===== src/hdl/cwf_consts.svh =====
// Constants for the CAN wake filter and channel configuration block
`ifndef CWF_CONSTS_SVH
`define CWF_CONSTS_SVH
// Register offsets (word index == byte address / 4)
`define CWF_OFS_CTRL 8'h00
`define CWF_OFS_ID_VAL 8'h04
`define CWF_OFS_ID_MASK 8'h08
`define CWF_OFS_PL_VAL_LO 8'h0C
`define CWF_OFS_PL_VAL_HI 8'h10
`define CWF_OFS_PL_MASK_LO 8'h14
`define CWF_OFS_PL_MASK_HI 8'h18
`define CWF_OFS_TIMEOUT 8'h1C
`define CWF_OFS_NOM_RATE 8'h20
`define CWF_OFS_FAST_RATE 8'h24
`define CWF_OFS_TIMING 8'h28
`define CWF_OFS_STATUS 8'h2C
`define CWF_OFS_ACK 8'h30
// Control field positions
`define CWF_CTRL_MODE_LSB 0
`define CWF_CTRL_NORMAL 2
`define CWF_CTRL_FD_EN 3
`define CWF_CTRL_ID_EXT 4
// Timing field positions
`define CWF_TIM_SP_LSB 0
`define CWF_TIM_SJW_LSB 8
// Status field positions
`define CWF_ST_AWAKE 0
`define CWF_ST_ALERT 1
`define CWF_ST_INACT 2
`define CWF_ST_LOG 3
// Reset values
`define CWF_RST_CTRL 32'h0000_0000
`define CWF_RST_TIMEOUT 32'h0000_03E8
`define CWF_RST_NOM_RATE 32'h0007_A120
`define CWF_RST_FAST_RATE 32'h001E_8480
`define CWF_RST_TIMING 32'h0000_0150
`endif


===== src/hdl/cwf_pkg.sv =====
// Types for the CAN wake filter and channel configuration block
package cwf_pkg;
    typedef enum logic [1:0] {
        CWF_WAKE_OFF,
        CWF_WAKE_ON,
        CWF_WAKE_LOSSLESS,
        CWF_WAKE_KEEP
    } cwf_mode_t;
    typedef enum logic [1:0] {
        CWF_ST_IDLE,
        CWF_ST_RUN,
        CWF_ST_TIMED_OUT
    } cwf_state_t;
endpackage


===== src/hdl/cwf_wake_channel.sv =====
// CAN wake filter, inactivity watch and channel settings for one channel
`timescale 1ns/10ps
`include "cwf_consts.svh"

module cwf_wake_channel #(
    parameter int FD_CAPABLE = 1,
    parameter int TIMEOUT_W = 32
) (
    input wire logic i_core_clk,
    input wire logic i_rst_b,
    input wire logic i_ce,
    input wire logic [7:0] i_addr,
    input wire logic [31:0] i_wdata,
    input wire logic i_wr,
    input wire logic i_rd,
    output logic [31:0] o_rdata,
    input wire logic i_bit_tick,
    input wire logic i_rx_done,
    input wire logic i_rx_err,
    input wire logic i_rx_ext,
    input wire logic [28:0] i_rx_id,
    input wire logic [63:0] i_rx_data,
    input wire logic i_ignition,
    input wire logic i_other_wake_sources,
    output logic o_logger_start,
    output logic o_logger_awake,
    output logic o_keep_rx_alive,
    output logic o_tx_allow,
    output logic o_fast_rate_sel,
    output logic [31:0] o_active_rate,
    output logic [7:0] o_sample_point,
    output logic [7:0] o_sjw,
    output logic o_log_entry,
    output logic o_alert
);

    // ****************************************
    // Elaboration checks
    // ****************************************
    // Counters and the timeout register share this width
    if (TIMEOUT_W < 1 || TIMEOUT_W > 32) begin : g_bad_timeout_w
        $error("TIMEOUT_W must be 1 to 32");
    end
    // The capability flag is a plain yes or no
    if (FD_CAPABLE != 0 && FD_CAPABLE != 1) begin : g_bad_fd_capable
        $error("FD_CAPABLE must be 0 or 1");
    end

    // ****************************************
    // Helper functions
    // ****************************************
    // Shared by the identifier and the payload filter
    function automatic logic mask_match(input logic [63:0] val,
                                        input logic [63:0] cfg,
                                        input logic [63:0] msk);
        mask_match = (((val ^ cfg) & msk) == 64'h0000_0000_0000_0000);
    endfunction

    // Counters stop at the limit so a long silence cannot wrap
    function automatic logic [TIMEOUT_W-1:0] cnt_step(
        input logic [TIMEOUT_W-1:0] cnt,
        input logic tick,
        input logic [TIMEOUT_W-1:0] lim);
        cnt_step = (tick && (cnt < lim)) ? cnt + 1'b1 : cnt;
    endfunction

    // ****************************************
    // Pin synchronisers
    // ****************************************
    logic [2:0] ign_sync_reg;
    logic [2:0] oth_sync_reg;
    logic ign_reg;
    logic oth_reg;

    always_ff @(posedge i_core_clk or negedge i_rst_b) begin
        if (!i_rst_b) begin
            ign_sync_reg <= 3'b000;
            oth_sync_reg <= 3'b000;
            ign_reg <= 1'b0;
            oth_reg <= 1'b0;
        end else if (i_ce) begin
            ign_sync_reg <= {ign_sync_reg[1:0], i_ignition};
            oth_sync_reg <= {oth_sync_reg[1:0], i_other_wake_sources};
            // First stage may go metastable; only later stages are read
            // Change counts only once the last two stages agree
            if (ign_sync_reg[2] == ign_sync_reg[1]) begin
                ign_reg <= ign_sync_reg[2];
            end
            if (oth_sync_reg[2] == oth_sync_reg[1]) begin
                oth_reg <= oth_sync_reg[2];
            end
        end
    end

    // ****************************************
    // Configuration registers
    // ****************************************
    logic [31:0] ctrl_reg;
    logic [28:0] id_val_reg;
    logic [28:0] id_mask_reg;
    logic [63:0] pl_val_reg;
    logic [63:0] pl_mask_reg;
    logic [TIMEOUT_W-1:0] timeout_reg;
    logic [31:0] nom_rate_reg;
    logic [31:0] fast_rate_reg;
    logic [15:0] timing_reg;
    logic ack_wr;

    assign ack_wr = i_wr && (i_addr == `CWF_OFS_ACK) && i_wdata[0];

    always_ff @(posedge i_core_clk or negedge i_rst_b) begin
        if (!i_rst_b) begin
            ctrl_reg <= `CWF_RST_CTRL;
            id_val_reg <= 29'h0000_0000;
            id_mask_reg <= 29'h0000_0000;
            pl_val_reg <= 64'h0000_0000_0000_0000;
            pl_mask_reg <= 64'h0000_0000_0000_0000;
            timeout_reg <= TIMEOUT_W'(`CWF_RST_TIMEOUT);
            nom_rate_reg <= `CWF_RST_NOM_RATE;
            fast_rate_reg <= `CWF_RST_FAST_RATE;
            timing_reg <= 16'(`CWF_RST_TIMING);
        end else if (i_ce && i_wr) begin
            case (i_addr)
                `CWF_OFS_CTRL: ctrl_reg <= {27'h000_0000, i_wdata[4:0]};
                `CWF_OFS_ID_VAL: id_val_reg <= i_wdata[28:0];
                `CWF_OFS_ID_MASK: id_mask_reg <= i_wdata[28:0];
                `CWF_OFS_PL_VAL_LO: pl_val_reg[31:0] <= i_wdata;
                `CWF_OFS_PL_VAL_HI: pl_val_reg[63:32] <= i_wdata;
                `CWF_OFS_PL_MASK_LO: pl_mask_reg[31:0] <= i_wdata;
                `CWF_OFS_PL_MASK_HI: pl_mask_reg[63:32] <= i_wdata;
                `CWF_OFS_TIMEOUT: timeout_reg <= i_wdata[TIMEOUT_W-1:0];
                // Nominal rate must equal every other node's rate
                `CWF_OFS_NOM_RATE: nom_rate_reg <= i_wdata;
                `CWF_OFS_FAST_RATE: fast_rate_reg <= i_wdata;
                `CWF_OFS_TIMING: timing_reg <= i_wdata[15:0];
                default: ;
            endcase
        end
    end

    cwf_pkg::cwf_mode_t mode;
    logic id_ext;
    logic fd_on;
    assign mode = cwf_pkg::cwf_mode_t'(ctrl_reg[`CWF_CTRL_MODE_LSB +: 2]);
    assign id_ext = ctrl_reg[`CWF_CTRL_ID_EXT];
    assign fd_on = ctrl_reg[`CWF_CTRL_FD_EN] && (FD_CAPABLE != 0);

    // ****************************************
    // Frame filter
    // ****************************************
    logic frame_ok;
    logic [28:0] id_eff_mask;
    logic id_hit;
    logic pl_hit;
    logic match;

    // Errored or partial frames are discarded before any filtering
    assign frame_ok = i_rx_done && !i_rx_err;
    // Standard format compares the low 11 bits only
    assign id_eff_mask = id_ext ? id_mask_reg
                                : {18'h0_0000, id_mask_reg[10:0]};
    // Format must agree; a zero mask then accepts every identifier
    assign id_hit = (i_rx_ext == id_ext)
        && mask_match({35'h0_0000_0000, i_rx_id},
                      {35'h0_0000_0000, id_val_reg},
                      {35'h0_0000_0000, id_eff_mask});
    // Data byte 0 bit 0 of the wire order arrives as bit 0 here
    assign pl_hit = mask_match(i_rx_data, pl_val_reg,
                               pl_mask_reg);
    assign match = frame_ok && id_hit && pl_hit;

    // ****************************************
    // Wake state machine and inactivity timer
    // ****************************************
    cwf_pkg::cwf_state_t state_reg;
    logic [TIMEOUT_W-1:0] idle_cnt_reg;
    logic timeout_hit;

    // Counter saturates at the limit, so the flag holds until traffic or until the state leaves run
    assign timeout_hit = (idle_cnt_reg >= timeout_reg);

    // Counts bit times without valid traffic
    always_ff @(posedge i_core_clk or negedge i_rst_b) begin
        if (!i_rst_b) begin
            idle_cnt_reg <= '0;
        end else if (i_ce) begin
            if (frame_ok || state_reg != cwf_pkg::CWF_ST_RUN) begin
                idle_cnt_reg <= '0;
            end else begin
                idle_cnt_reg <= cnt_step(idle_cnt_reg, i_bit_tick,
                                         timeout_reg);
            end
        end
    end

    // Outside keep mode sustain only on matching frames, so track match age separately
    logic [TIMEOUT_W-1:0] nomatch_cnt_reg;
    logic nomatch_hit;
    assign nomatch_hit = (nomatch_cnt_reg >= timeout_reg);

    always_ff @(posedge i_core_clk or negedge i_rst_b) begin
        if (!i_rst_b) begin
            nomatch_cnt_reg <= '0;
        end else if (i_ce) begin
            if (match || state_reg != cwf_pkg::CWF_ST_RUN) begin
                nomatch_cnt_reg <= '0;
            end else begin
                nomatch_cnt_reg <= cnt_step(nomatch_cnt_reg, i_bit_tick,
                                            timeout_reg);
            end
        end
    end

    // Keep mode starts on ignition alone; release also needs the other sources low and no CAN traffic for the timeout
    logic start_ev;
    always_comb begin
        case (mode)
            cwf_pkg::CWF_WAKE_OFF: start_ev = 1'b0;
            cwf_pkg::CWF_WAKE_ON: start_ev = match;
            cwf_pkg::CWF_WAKE_LOSSLESS: start_ev = match;
            cwf_pkg::CWF_WAKE_KEEP: start_ev = ign_reg;
            default: start_ev = 1'b0;
        endcase
    end

    logic keep_mode;
    logic release_ev;
    assign keep_mode = (mode == cwf_pkg::CWF_WAKE_KEEP);
    assign release_ev = keep_mode
        ? (!ign_reg && !oth_reg && timeout_hit)
        : (timeout_hit || nomatch_hit);

    always_ff @(posedge i_core_clk or negedge i_rst_b) begin
        if (!i_rst_b) begin
            state_reg <= cwf_pkg::CWF_ST_IDLE;
        end else if (i_ce) begin
            case (state_reg)
                cwf_pkg::CWF_ST_IDLE: begin
                    if (start_ev) begin
                        state_reg <= cwf_pkg::CWF_ST_RUN;
                    end
                end
                cwf_pkg::CWF_ST_RUN: begin
                    if (release_ev) begin
                        state_reg <= cwf_pkg::CWF_ST_TIMED_OUT;
                    end
                end
                cwf_pkg::CWF_ST_TIMED_OUT: begin
                    // One cycle out of run so a restart is a fresh pulse
                    state_reg <= cwf_pkg::CWF_ST_IDLE;
                end
                default: state_reg <= cwf_pkg::CWF_ST_IDLE;
            endcase
        end
    end

    // ****************************************
    // Outputs and alert
    // ****************************************
    logic to_ev;
    assign to_ev = (state_reg == cwf_pkg::CWF_ST_RUN) && release_ev;

    always_ff @(posedge i_core_clk or negedge i_rst_b) begin
        if (!i_rst_b) begin
            o_logger_start <= 1'b0;
            o_logger_awake <= 1'b0;
            o_keep_rx_alive <= 1'b0;
        end else if (i_ce) begin
            o_logger_start <= (state_reg == cwf_pkg::CWF_ST_IDLE)
                && start_ev;
            // Awake drops on the same edge that reports the timeout
            o_logger_awake <= ((state_reg == cwf_pkg::CWF_ST_RUN)
                && !release_ev)
                || ((state_reg == cwf_pkg::CWF_ST_IDLE) && start_ev);
            // Receiver stays powered in idle; costs idle current
            o_keep_rx_alive <= (mode == cwf_pkg::CWF_WAKE_LOSSLESS);
        end
    end

    // New timeout wins over a same-cycle acknowledge
    always_ff @(posedge i_core_clk or negedge i_rst_b) begin
        if (!i_rst_b) begin
            o_log_entry <= 1'b0;
            o_alert <= 1'b0;
        end else if (i_ce) begin
            o_log_entry <= to_ev;
            if (to_ev) begin
                o_alert <= 1'b1;
            end else if (ack_wr) begin
                o_alert <= 1'b0;
            end
        end
    end

    always_ff @(posedge i_core_clk or negedge i_rst_b) begin
        if (!i_rst_b) begin
            o_tx_allow <= 1'b0;
            o_fast_rate_sel <= 1'b0;
            o_active_rate <= `CWF_RST_NOM_RATE;
            o_sample_point <= 8'h00;
            o_sjw <= 8'h00;
        end else if (i_ce) begin
            o_tx_allow <= ctrl_reg[`CWF_CTRL_NORMAL];
            o_fast_rate_sel <= fd_on;
            o_active_rate <= fd_on ? fast_rate_reg : nom_rate_reg;
            // One sample point and SJW serve both bit rates
            o_sample_point <= timing_reg[`CWF_TIM_SP_LSB +: 8];
            o_sjw <= timing_reg[`CWF_TIM_SJW_LSB +: 8];
        end
    end

    // ****************************************
    // Register read port
    // ****************************************
    // Status is live; the log bit is only a one-cycle pulse
    logic [31:0] rd_mux;
    always_comb begin
        rd_mux = 32'h0000_0000;
        case (i_addr)
            `CWF_OFS_CTRL: rd_mux = ctrl_reg;
            `CWF_OFS_ID_VAL: rd_mux = {3'b000, id_val_reg};
            `CWF_OFS_ID_MASK: rd_mux = {3'b000, id_mask_reg};
            `CWF_OFS_PL_VAL_LO: rd_mux = pl_val_reg[31:0];
            `CWF_OFS_PL_VAL_HI: rd_mux = pl_val_reg[63:32];
            `CWF_OFS_PL_MASK_LO: rd_mux = pl_mask_reg[31:0];
            `CWF_OFS_PL_MASK_HI: rd_mux = pl_mask_reg[63:32];
            `CWF_OFS_TIMEOUT: rd_mux = 32'(timeout_reg);
            `CWF_OFS_NOM_RATE: rd_mux = nom_rate_reg;
            `CWF_OFS_FAST_RATE: rd_mux = fast_rate_reg;
            `CWF_OFS_TIMING: rd_mux = {16'h0000, timing_reg};
            `CWF_OFS_STATUS: begin
                rd_mux[`CWF_ST_AWAKE] = (state_reg == cwf_pkg::CWF_ST_RUN);
                rd_mux[`CWF_ST_ALERT] = o_alert;
                rd_mux[`CWF_ST_INACT] = timeout_hit;
                rd_mux[`CWF_ST_LOG] = o_log_entry;
            end
            default: rd_mux = 32'h0000_0000;
        endcase
    end

    // Zero outside the answer cycle, so old data never lingers
    always_ff @(posedge i_core_clk or negedge i_rst_b) begin
        if (!i_rst_b) begin
            o_rdata <= 32'h0000_0000;
        end else if (i_ce) begin
            o_rdata <= i_rd ? rd_mux : 32'h0000_0000;
        end
    end

endmodule


===== config.mk =====
export PLATFORM = sky130hd
export DESIGN_NAME = cwf_wake_channel
export DESIGN_NICKNAME = d
export VERILOG_FILES = /design/src/hdl/cwf_pkg.sv /design/src/hdl/cwf_wake_channel.sv
export VERILOG_INCLUDE_DIRS = /design/src /design/src/hdl
export SDC_FILE = /design/constraint.sdc
export NUM_CORES = 1
export LEC_CHECK = 0
export ABC_AREA = 1
export BUFFER_PORTS_ARGS = -buffer_cell sky130_fd_sc_hd__buf_4
export CORE_MARGIN = 2
export CORE_UTILIZATION = 45
export CTS_CLUSTER_DIAMETER = 40
export DETAILED_ROUTE_END_ITERATION = 10
export PLACE_DENSITY = 0.63
export SLEW_MARGIN = 20
export SYNTH_ARGS = -nofsm -noshare
export SYNTH_HDL_FRONTEND = slang
export SYNTH_SLANG_ARGS = --single-unit

===== constraint.sdc =====
create_clock -name i_core_clk -period 5.1 [get_ports i_core_clk]
set_input_delay 0.51 -clock i_core_clk [delete_from_list [all_inputs] [get_ports i_core_clk]]
set_output_delay 0.51 -clock i_core_clk [all_outputs]
set_load 0.02 [all_outputs]

Word-level counts from Yosys, hierarchy flattened
Cells that the tools add are included.
W data, S select, Z words.
{"block": "op_classes", "add_sub_neg": 2, "n_lt_le_gt_ge": 4, "n_eq_ne": 22, "mux": 16, "bitwise": 4, "n_reduce_logical": 48}
{"op": "$pmux W28 S11", "count": 1}
{"op": "$mux W32", "count": 6}
{"op": "$logic_not A64 Y1", "count": 2}
{"op": "$add A32 B1 Y32 const B", "count": 2}
{"op": "$and A64 B64 Y64", "count": 1}
{"op": "$ge A32 B32 Y1", "count": 2}
{"op": "$lt A32 B32 Y1", "count": 2}
{"op": "$xor A64 B64 Y64", "count": 1}
{"op": "$pmux W4 S12", "count": 1}
{"op": "$eq A8 B6 Y1 const B", "count": 5}
{"op": "$eq A8 B5 Y1 const B", "count": 4}
{"op": "$reduce_and A2 Y1", "count": 16}
{"op": "$and A29 B29 Y29", "count": 1}
{"op": "$mux W29", "count": 1}
{"op": "$xor A29 B29 Y29", "count": 1}
{"op": "$eq A8 B4 Y1 const B", "count": 2}
{"op": "$logic_and A1 B1 Y1", "count": 14}
{"op": "$eq A8 B3 Y1 const B", "count": 1}
{"op": "$logic_not A8 Y1", "count": 1}
{"op": "$reduce_bool A2 Y1", "count": 3}
{"op": "$eq A2 B1 Y1 const B", "count": 2}
{"op": "$eq A2 B2 Y1 const B", "count": 2}
{"op": "$logic_not A1 Y1", "count": 4}
{"op": "$logic_not A2 Y1", "count": 2}
{"op": "10 further kinds", "count": 19}
{"block": "totals", "reg_bits": 464, "in_bits": 144, "output_inout_bits": 87, "word_cells": 125}

Logic depth before layout (Yosys ltp)
Gate-level depths: netlist of the first run.
{"block": "depth", "word_depth": 9, "depth_mapped": 17}

Worst setup path before layout of the first run
No wires, ideal clock.
{"block": "synth_timing", "path_kind": "register to register", "startpoint": "reg timeout_reg[3]", "endpoint": "reg nomatch_cnt_reg[10]", "t_arrival_ns": 1.932, "required_time_ns": 5.034, "slack_ns": 3.102, "stages_incl_launch_ff": 17, "synth_period_minus_slack_ns": 1.998, "path_cell_list": "dfstp_2 -> inv_1 -> ha_1 -> nand2_1 -> inv_1 -> o21ai_0 -> nand2_1 -> nand2_1 -> nand2_1 -> nand2_1 -> nand2_1 -> nand2_1 -> nand3_1 -> inv_1 -> clkbuf_1 -> nand4_1 -> nand2_1"}
{"block": "synth_via", "elab_chain_cells": 4}
{"element": "from (decl)", "line_no": "cwf_wake_channel.sv:103", "source": "logic [TIMEOUT_W-1:0] timeout_reg;"}
{"element": "from (signal assigned)", "line_no": "cwf_wake_channel.sv:118", "source": "timeout_reg <= TIMEOUT_W'(`CWF_RST_TIMEOUT);"}
{"element": "from (signal assigned)", "line_no": "cwf_wake_channel.sv:131", "source": "`CWF_OFS_TIMEOUT: timeout_reg <= i_wdata[TIMEOUT_W-1:0];"}
{"element": "$lt A32 B32 Y1", "line_no": "cwf_wake_channel.sv:64", "source": "cnt_step = (tick && (cnt < lim)) ? cnt + 1'b1 : cnt;"}
{"element": "$logic_and A1 B1 Y1", "line_no": "cwf_wake_channel.sv:64"}
{"element": "$reduce_bool A2 Y1 (no line)"}
{"element": "$reduce_and A2 Y1 (no line)"}
{"element": "to (signal assigned)", "line_no": "cwf_wake_channel.sv:208", "source": "nomatch_cnt_reg <= cnt_step(nomatch_cnt_reg, i_bit_tick,"}
{"element": "to (decl)", "line_no": "cwf_wake_channel.sv:197", "source": "logic [TIMEOUT_W-1:0] nomatch_cnt_reg;"}
Every way passes these cells.
A chain may end at the register's enable or synchronous reset.

Worst setup path after layout of the first run
{"block": "layout_timing", "startpoint": "reg timeout_reg[3]", "endpoint": "reg idle_cnt_reg[1]"}
{"block": "layout_via", "elab_chain_cells": 4}
{"element": "$lt A32 B32 Y1", "line_no": "cwf_wake_channel.sv:64"}
{"element": "$logic_and A1 B1 Y1", "line_no": "cwf_wake_channel.sv:64"}
{"element": "$reduce_bool A2 Y1 (no line)"}
{"element": "$reduce_and A2 Y1 (no line)"}
{"element": "to (signal assigned)", "line_no": "cwf_wake_channel.sv:190", "source": "idle_cnt_reg <= cnt_step(idle_cnt_reg, i_bit_tick,"}
{"element": "to (decl)", "line_no": "cwf_wake_channel.sv:176", "source": "logic [TIMEOUT_W-1:0] idle_cnt_reg;"}
Every way passes these cells.

==> results.md, run 1 <==
- Status: complete, no violations
- Nets: 3724
- Starting Density: 45.7%
- Pre-CTS setup slack: 1.88 ns
- Reg2Reg Setup Slack: between 2 and 2.5 ns
- Maximum clock path buffer count: 3
- Final Hold Fails: 0
- Max VDD drop: 0.000298 V
- Mapped Area: 25200 sq um
- Hold Buf Count CTS: 0
- Placed insts: 4172
- Remaining antenna violation count after routing: 0
- Share of cells above drive strength 1: between 10 and 15%
- Area post-placement: about 27000 sq um
- Clk_skew: 0.0266 ns
- PwrDens: between 300 and 400 nW/um^2
- Total die area: ~58000 sq um
- FP Rows: 86
- Synth Flop Type: dfrtp_1
- Worst slew pin tran: 1.07 ns
- Crit path max-delay family: simple AND/OR/NAND/NOR gates
- DRC Markers: 0
- Post CTS Setup Buffer Count: 0
- Post-synth EDFFs: 0
- PnR worst setup slack: around 2.1 ns
- Global route total overflow: 0
- CTS H-tree depth: 3
- Fill count: 5131
- Area Growth Syn to Fin: 20.7%
- Die width: approximately 240 microns
- #FFs+latches synth: 464
- Clk sinks: 464
- Final setup fails: 0
- Core Box Area: 55200 sq um
- Initial antenna violation count: 1
- Clock-pin slew on the worst setup and hold paths: ~0.050 ns
- Finished Cell Area: around 30000 sq um
- Final Core Density: 55.1%
- Crit path buf inv count: 3
- First-pass GRT wire length: about 140000 microns
- Non-filler cells in the finished layout: 4332
- Final Max Tran Viols: 0
- RR Endpoint: idle_cnt_reg[1]
- Worst Hold Class: input pin to async pin
- Drt initial violations: 2499
- RSZ-0062 raised after global routing: false
- Worst-path cell chain: inv_1, ha_1, nand2_1, inv_1, nand2_1, nand2_1, nand2_1, nand2_1, nand2_1, nand2_1, nand2_1, nand3_1, a21oi_4, buf_4, nand3_1, o21ai_0
- Synthesized Nets: 3518
- Final worst path period need: 2.95 ns
- Register area share after synthesis: a little under half
- CTS tree: built
- Synth Warn #: 0
- Vias in the first global route: 23000
- Critical path class: flip-flop to flip-flop
- Reg2reg path depth: 16
- Via-per-instance ratio: 5.59
- CP max stage delay: 0.54 ns
- CP max stage cell: a21oi_4
- Port Buf Inserts: 230
- Synth cell types: 57
- Clk root buf: clkbuf_16
- Max cap viols: 0
- Pin count of the biggest net entering global routing: 129
- Gr usage total: between 30% and 40%
- Final GP Congestion: just under 1
- Fmax achieved: 339 MHz
- Setup crit start kind: flip-flop
- Worst R2R Start: timeout_reg[3]
- Die H: 241 microns
- Setup crit start: timeout_reg[3]
- CTS buffer count: 85
- Routed wire length: 95900 microns
- Synthesized area per cell: 7.62 sq um
- Period utilization: 57.9%
- Crit path capture type: flip-flop
- Cells after Synth: 3305
- I/O Pins: between 200 and 250
- Worst EP arrival: 3.48 ns
- WL/cell: about 22 microns
- Pleak: 0.0146 uW
- Vias: approximately 24000
- Rel. slew slack: 28.3%
- Setup TNS: 0 ns
- Post_cts resized: 0
- First drt pass iteration count: 6
- Crit path max fanout: 36
- Required time of the critical path: 5.63 ns
- Crit. path cell count: 16
- Crit path to: idle_cnt_reg[1]
- Later-pin clock latency in the skew report: 0.64 ns
- Post-synth ARST share: 100%
- Dpl hpwl: 68900 microns
- Critical path's most frequent cell: nand2_1
## worst min path at each step
stage | startpoint | endpoint | slack (ns) | cells past startpoint
after CTS | i_rst_b | nom_rate_reg[6] | 0.03 | 1
after global placement | oth_sync_reg[2] | oth_sync_reg[2] | 0.45 | 2
after detailed placement | o_rdata[8] | o_rdata[8] | 0.47 | 2
after floorplan | i_rst_b | ctrl_reg[0] | 0.21 | 0
after global routing | i_rst_b | o_active_rate[3] | 0.03 | 1
final | i_rst_b | nom_rate_reg[3] | 0.005 | 1
## cells in the mapped netlist (2+ instances only)
| cell | instances | area share, % |
|---|---|---|
| o211ai_1 | 8 | 0.24 |
| nand2_2 | 14 | 0.35 |
| a211oi_1 | 7 | 0.21 |
| or2_2 | 7 | 0.17 |
| o21ai_0 | 400 | 7.9 |
| dfrtp_1 | 434 | 43 |
| a21oi_1 | 55 | 1.1 |
| o21ai_1 | 64 | 1.3 |
| nand2_1 | 1062 | 16 |
| buf_6 | 11 | 0.49 |
| xnor2_1 | 13 | 0.45 |
| nand3b_1 | 2 | 0.060 |
| nor3_1 | 37 | 0.73 |
| nand4_1 | 72 | 1.8 |
| o2111ai_1 | 3 | 0.10 |
| nor2_1 | 247 | 3.7 |
| nor4_1 | 7 | 0.17 |
| o31ai_1 | 5 | 0.15 |
| or2_0 | 2 | 0.050 |
| buf_2 | 36 | 0.71 |
| nor2_2 | 9 | 0.22 |
| nand3_2 | 4 | 0.16 |
| nor3_2 | 5 | 0.20 |
| a221oi_2 | 8 | 0.48 |
| nor2_4 | 8 | 0.36 |
| o221ai_1 | 4 | 0.14 |
| inv_2 | 14 | 0.21 |
| buf_4 | 7 | 0.21 |
| a21boi_0 | 3 | 0.089 |
| a221oi_1 | 29 | 1.0 |
| dfstp_2 | 30 | 3.1 |
| xor2_1 | 47 | 1.6 |
| a22o_1 | 4 | 0.14 |
| clkbuf_1 | 80 | 1.2 |
| nand3_1 | 131 | 2.6 |
| nor4_2 | 4 | 0.20 |
| ha_1 | 69 | 3.4 |
| inv_1 | 328 | 4.9 |
| o22ai_1 | 13 | 0.32 |
| o21a_1 | 5 | 0.15 |
## cell type report
| type | instances | area [sq um] | area share [%] |
|---|---|---|---|
| inverter | 345 | 1310 | 4.29 |
| clock buffer | 102 | 2280 | 7.50 |
| clock inverter | 55 | 702 | 2.31 |
| tap | 748 | 936 | 3.08 |
| sequential | 464 | 11600 | 38.3 |
| antenna | 3 | 7.51 | 0.0247 |
| timing repair buffer | 253 | 1930 | 6.35 |
| multi-input combinational | 2362 | 11600 | 38.2 |
## stage by stage
| stage | power, uW | hold WS, ns |
|---|---|---|
| 2_1_floorplan | 4240 | 0.214 |
| 3_3_place_gp | 4630 | 0.454 |
| 3_5_place_dp | 4640 | 0.467 |
| 4_1_cts | 10500 | 0.0282 |
| 5_1_grt | 10800 | 0.0292 |
| 6_report | 10500 | 0.00493 |
## worst reg2reg max path: stages, from the launching register on
cell and delay [ns]:
dfstp_2 0.53, inv_1 0.14, ha_1 0.36, nand2_1 0.08, inv_1 0.05, nand2_1 0.06
nand2_1 0.05, nand2_1 0.05, nand2_1 0.05, nand2_1 0.05, nand2_1 0.04, nand2_1 0.07
nand3_1 0.12, a21oi_4 0.54, buf_4 0.43, nand3_1 0.11, o21ai_0 0.11
## layer usage
layer | up-vias | wire length, microns | share of wire [%] | GRT usage [%]
li1 | 11200 | - | - | -
met1 | 11600 | 41000 | 43 | 47.4
met2 | 1215 | 42500 | 44 | 50.5
met3 | 179 | 9310 | 9.7 | 7.11
met4 | 0 | 3120 | 3.2 | 11.6
met5 | - | 0 | 0 | 0
## logic make-up after synthesis
logic type	Yosys count	share of synthesized area, %
flip-flops	464	46.2
adder cells (fa/ha/maj)	69	3.43
AO/OA/AOI/OAI	616	13.6
AND/OR/NAND/NOR	1617	26.8
buffers and inverters	479	7.78
XOR/XNOR	60	2.09
## layout by cell type (no fill, tap or decap), drive strengths merged, types with 8 or more instances in the layout
master and instances:
nand2 1077, o21ai 465, dfrtp 434, inv 352, nor2 265, buf 253, nand3 135, clkbuf 102
nand4 72, ha 69, a21oi 57, xor2 47, nor3 43, a221oi 37, dfstp 30, clkinv 27
xnor2 13, o22ai 13, bufinv 11, nor4 11, or2 11, clkinvlp 10, o211ai 8
## report_power, final
part / internal [uW] / total, uW / leakage [uW] / switching, uW
Sequential: 3790 / 3870 / 0.00633 / 85.0
Clock: 3790 / 5900 / 0.00144 / 2110
Combinational: 221 / 719 / 0.00686 / 497
Total: 7800 / 10500 / 0.0146 / 2690
Note: power is estimated with default switching activity, not from simulation.
==> run 2: changes to the inputs <==
Clock period 5.1 ns to 3.08 ns, I/O delays scaled along.
==> run 2 against run 1 <==
  * Clock power is 57% higher
  * Utilization is 0.38 points higher
  * First-iteration DRC count grew 0.76%
  * Count of clock-buffer cells in the layout decreased by 5
  * Combinational power rose by 70%
  * Critical endpoint is now nomatch_cnt_reg[12]
==> results.md, run 2 (synthesis gave the netlist of run 1 again) <==
- Fill count: 5240
- CTS H-tree depth: 3
- Max cap viols: 0
- FP Rows: 86
- Final Power: between 15000 and 20000 uW
- Worst slew pin tran: between 0.8 and 0.9 ns
- Initial antenna violation count: 0
- Gr usage total: 33.2%
- Rel. slew slack: ~40%
- Max VDD drop: 0.000375 V
- Final Hold Fails: 0
- Period utilization: 91.6%
- Clk sinks: 464
- Vias: 24300
- CP max stage delay: 0.40 ns
- CTS buffer count: 80
- Post CTS Setup Buffer Count: 0
- Most frequent cells in the layout: 1059 x nand2_1, 434 x dfrtp_1, 400 x o21ai_0
- ANT cells: 0
- Via-per-instance ratio: approximately 5.6
- Global route total overflow: 0
- RSZ-0062 raised after global routing: false
- Area post-placement: 27800 sq um
- Crit path capture type: flip-flop
- Port Buf Inserts: 230
- Pin count of the biggest net entering global routing: 91
- First drt pass iteration count: 8
- Crit path max-delay family: simple AND/OR/NAND/NOR gates
- Later-pin clock latency in the skew report: slightly above 0.6 ns
- Commonest non-fill, non-tap cell in the layout: nand2_1
- Nets: 3761
- Crit path max fanout: 31
- Share of cells above drive strength 1: between 15 and 20%
- Pre-CTS setup slack: 0.413 ns
- Placed insts: 4211
- Final GP Congestion: 0.943
- Final setup fails: 0
- Critical path's most frequent cell: nand2_1
- Final worst path period need: 2.82 ns
- Critical path class: flip-flop to flip-flop
- PwrDens: 552 nW/um^2
- Finished Cell Area: 30600 sq um
- Worst Hold Class: input pin to flip-flop
- Clock share of power: 54.9%
- Post_cts resized: 0
- Core Box Area: 55200 sq um
- Dpl hpwl: roughly 70000 microns
- CTS tree: built
- Setup crit start kind: flip-flop
- CP max stage cell: dfrtp_1
- Required time of the critical path: 3.57 ns
- Clock-pin slew on the worst setup and hold paths: 0.05 ns
- Final Max Tran Viols: 0
- Status: complete, no violations
- Setup TNS: 0 ns
- Worst EP arrival: 3.31 ns
- Pleak: 0.0148 uW
- Crit path buf inv count: 1
- Clk_skew: between 0.02 and 0.025 ns
- Clk root buf: clkbuf_16
- Die width: 241 microns
- Logic pwr share: 7.2%
- Maximum clock path buffer count: 3
- I/O Pins: 231
- Net load switching power: 4300 uW
- Drt initial violations: 2518
- Starting Density: between 40% and 50%
- Total die area: 57900 sq um
- Fmax achieved: between 300 and 400 MHz
- PnR worst setup slack: 0.259 ns
- DRC Markers: 0
- Sequential group share of total power: 37.9%
- Vias in the first global route: 23400
- Worst-path cell chain: inv_1, nand2_1, nand3_1, nand2_1, nor2_1, nand2_1, nor2_1, nand2_1, nor2_1, nand3_1, nand3_1, nand2_2, nand2_1, nand2_1
- Non-filler cells in the finished layout: between 4000 and 5000
- Internal Pwr Total: 12600 uW
- First-pass GRT wire length: 144000 microns
- Die H: 241 microns
- Routed wire length: 94500 microns
- Area Growth Syn to Fin: 21.6%
- Switching Fraction: 25.4%
- WL/cell: approximately 22 microns
- Remaining antenna violation count after routing: 0
==> run 2: per-stage QoR <==
stage               util (%)  hold slack, ns
finish                  55.5          0.0635
global route            55.5          0.0552
global placement        50.4           0.415
CTS                     55.5          0.0312
floorplan                  -          0.0124
detailed placement      50.4           0.415
==> run 2: routing by layer <==
| metal | part of all wire (%) | GRT usage (%) | up-vias | routed length (microns) |
|---|---|---|---|---|
| li1 | - | - | 11300 | - |
| met1 | 44 | 47.0 | 11800 | 41200 |
| met2 | 45 | 51.9 | 1049 | 42400 |
| met3 | 8.3 | 5.56 | 168 | 7820 |
| met4 | 3.3 | 11.1 | 0 | 3120 |
| met5 | 0 | 0 | - | 0 |
==> run 2: worst paths after layout <==
check / start / cells past startpoint / endpoint / slack [ns]
setup / recovery: pl_val_reg[14] / 14 / nomatch_cnt_reg[12] / 0.26
min in group asynchronous: i_rst_b / 2 / fast_rate_reg[5] / 0.36
hold / removal: i_wdata[0] / 4 / o_alert / 0.06
hold reg to reg: o_rdata[6] / 2 / o_rdata[6] / 0.48
setup reg to reg: pl_val_reg[14] / 14 / nomatch_cnt_reg[12] / 0.26
max in group asynchronous: i_rst_b / 3 / o_active_rate[13] / 1.85
==> run 2: cell type report <==
type,count,area [sq um],area share (%)
multi-input cells,2362,11600,37.9
clock buffers,97,2190,7.14
inverters,345,1310,4.26
flip-flops and latches,464,11600,38.0
well taps,748,936,3.05
clock inverters,49,616,2.01
repair buffers,295,2340,7.65
==> run 2: what timing repair did <==
item	CTS	global route
hold buffers	3	0
hold endpoints to repair	69	0
setup endpoints to repair	0	0
==> run 2: power by group through the flow <==
stage	Combinational, uW	Clock, uW	Sequential [uW]
after floorplan	523	0	6500
after global placement	1190	0	6490
after detailed placement	1210	0	6500
after CTS	1220	9360	6400
after global routing	1360	9640	6420
final	1220	9290	6400
==> run 2: worst min-delay path, stage by stage <==
cell and delay [ns]:
buf_4 0.12, nand3_1 0.08, o41ai_1 0.07, nand2_1 0.06
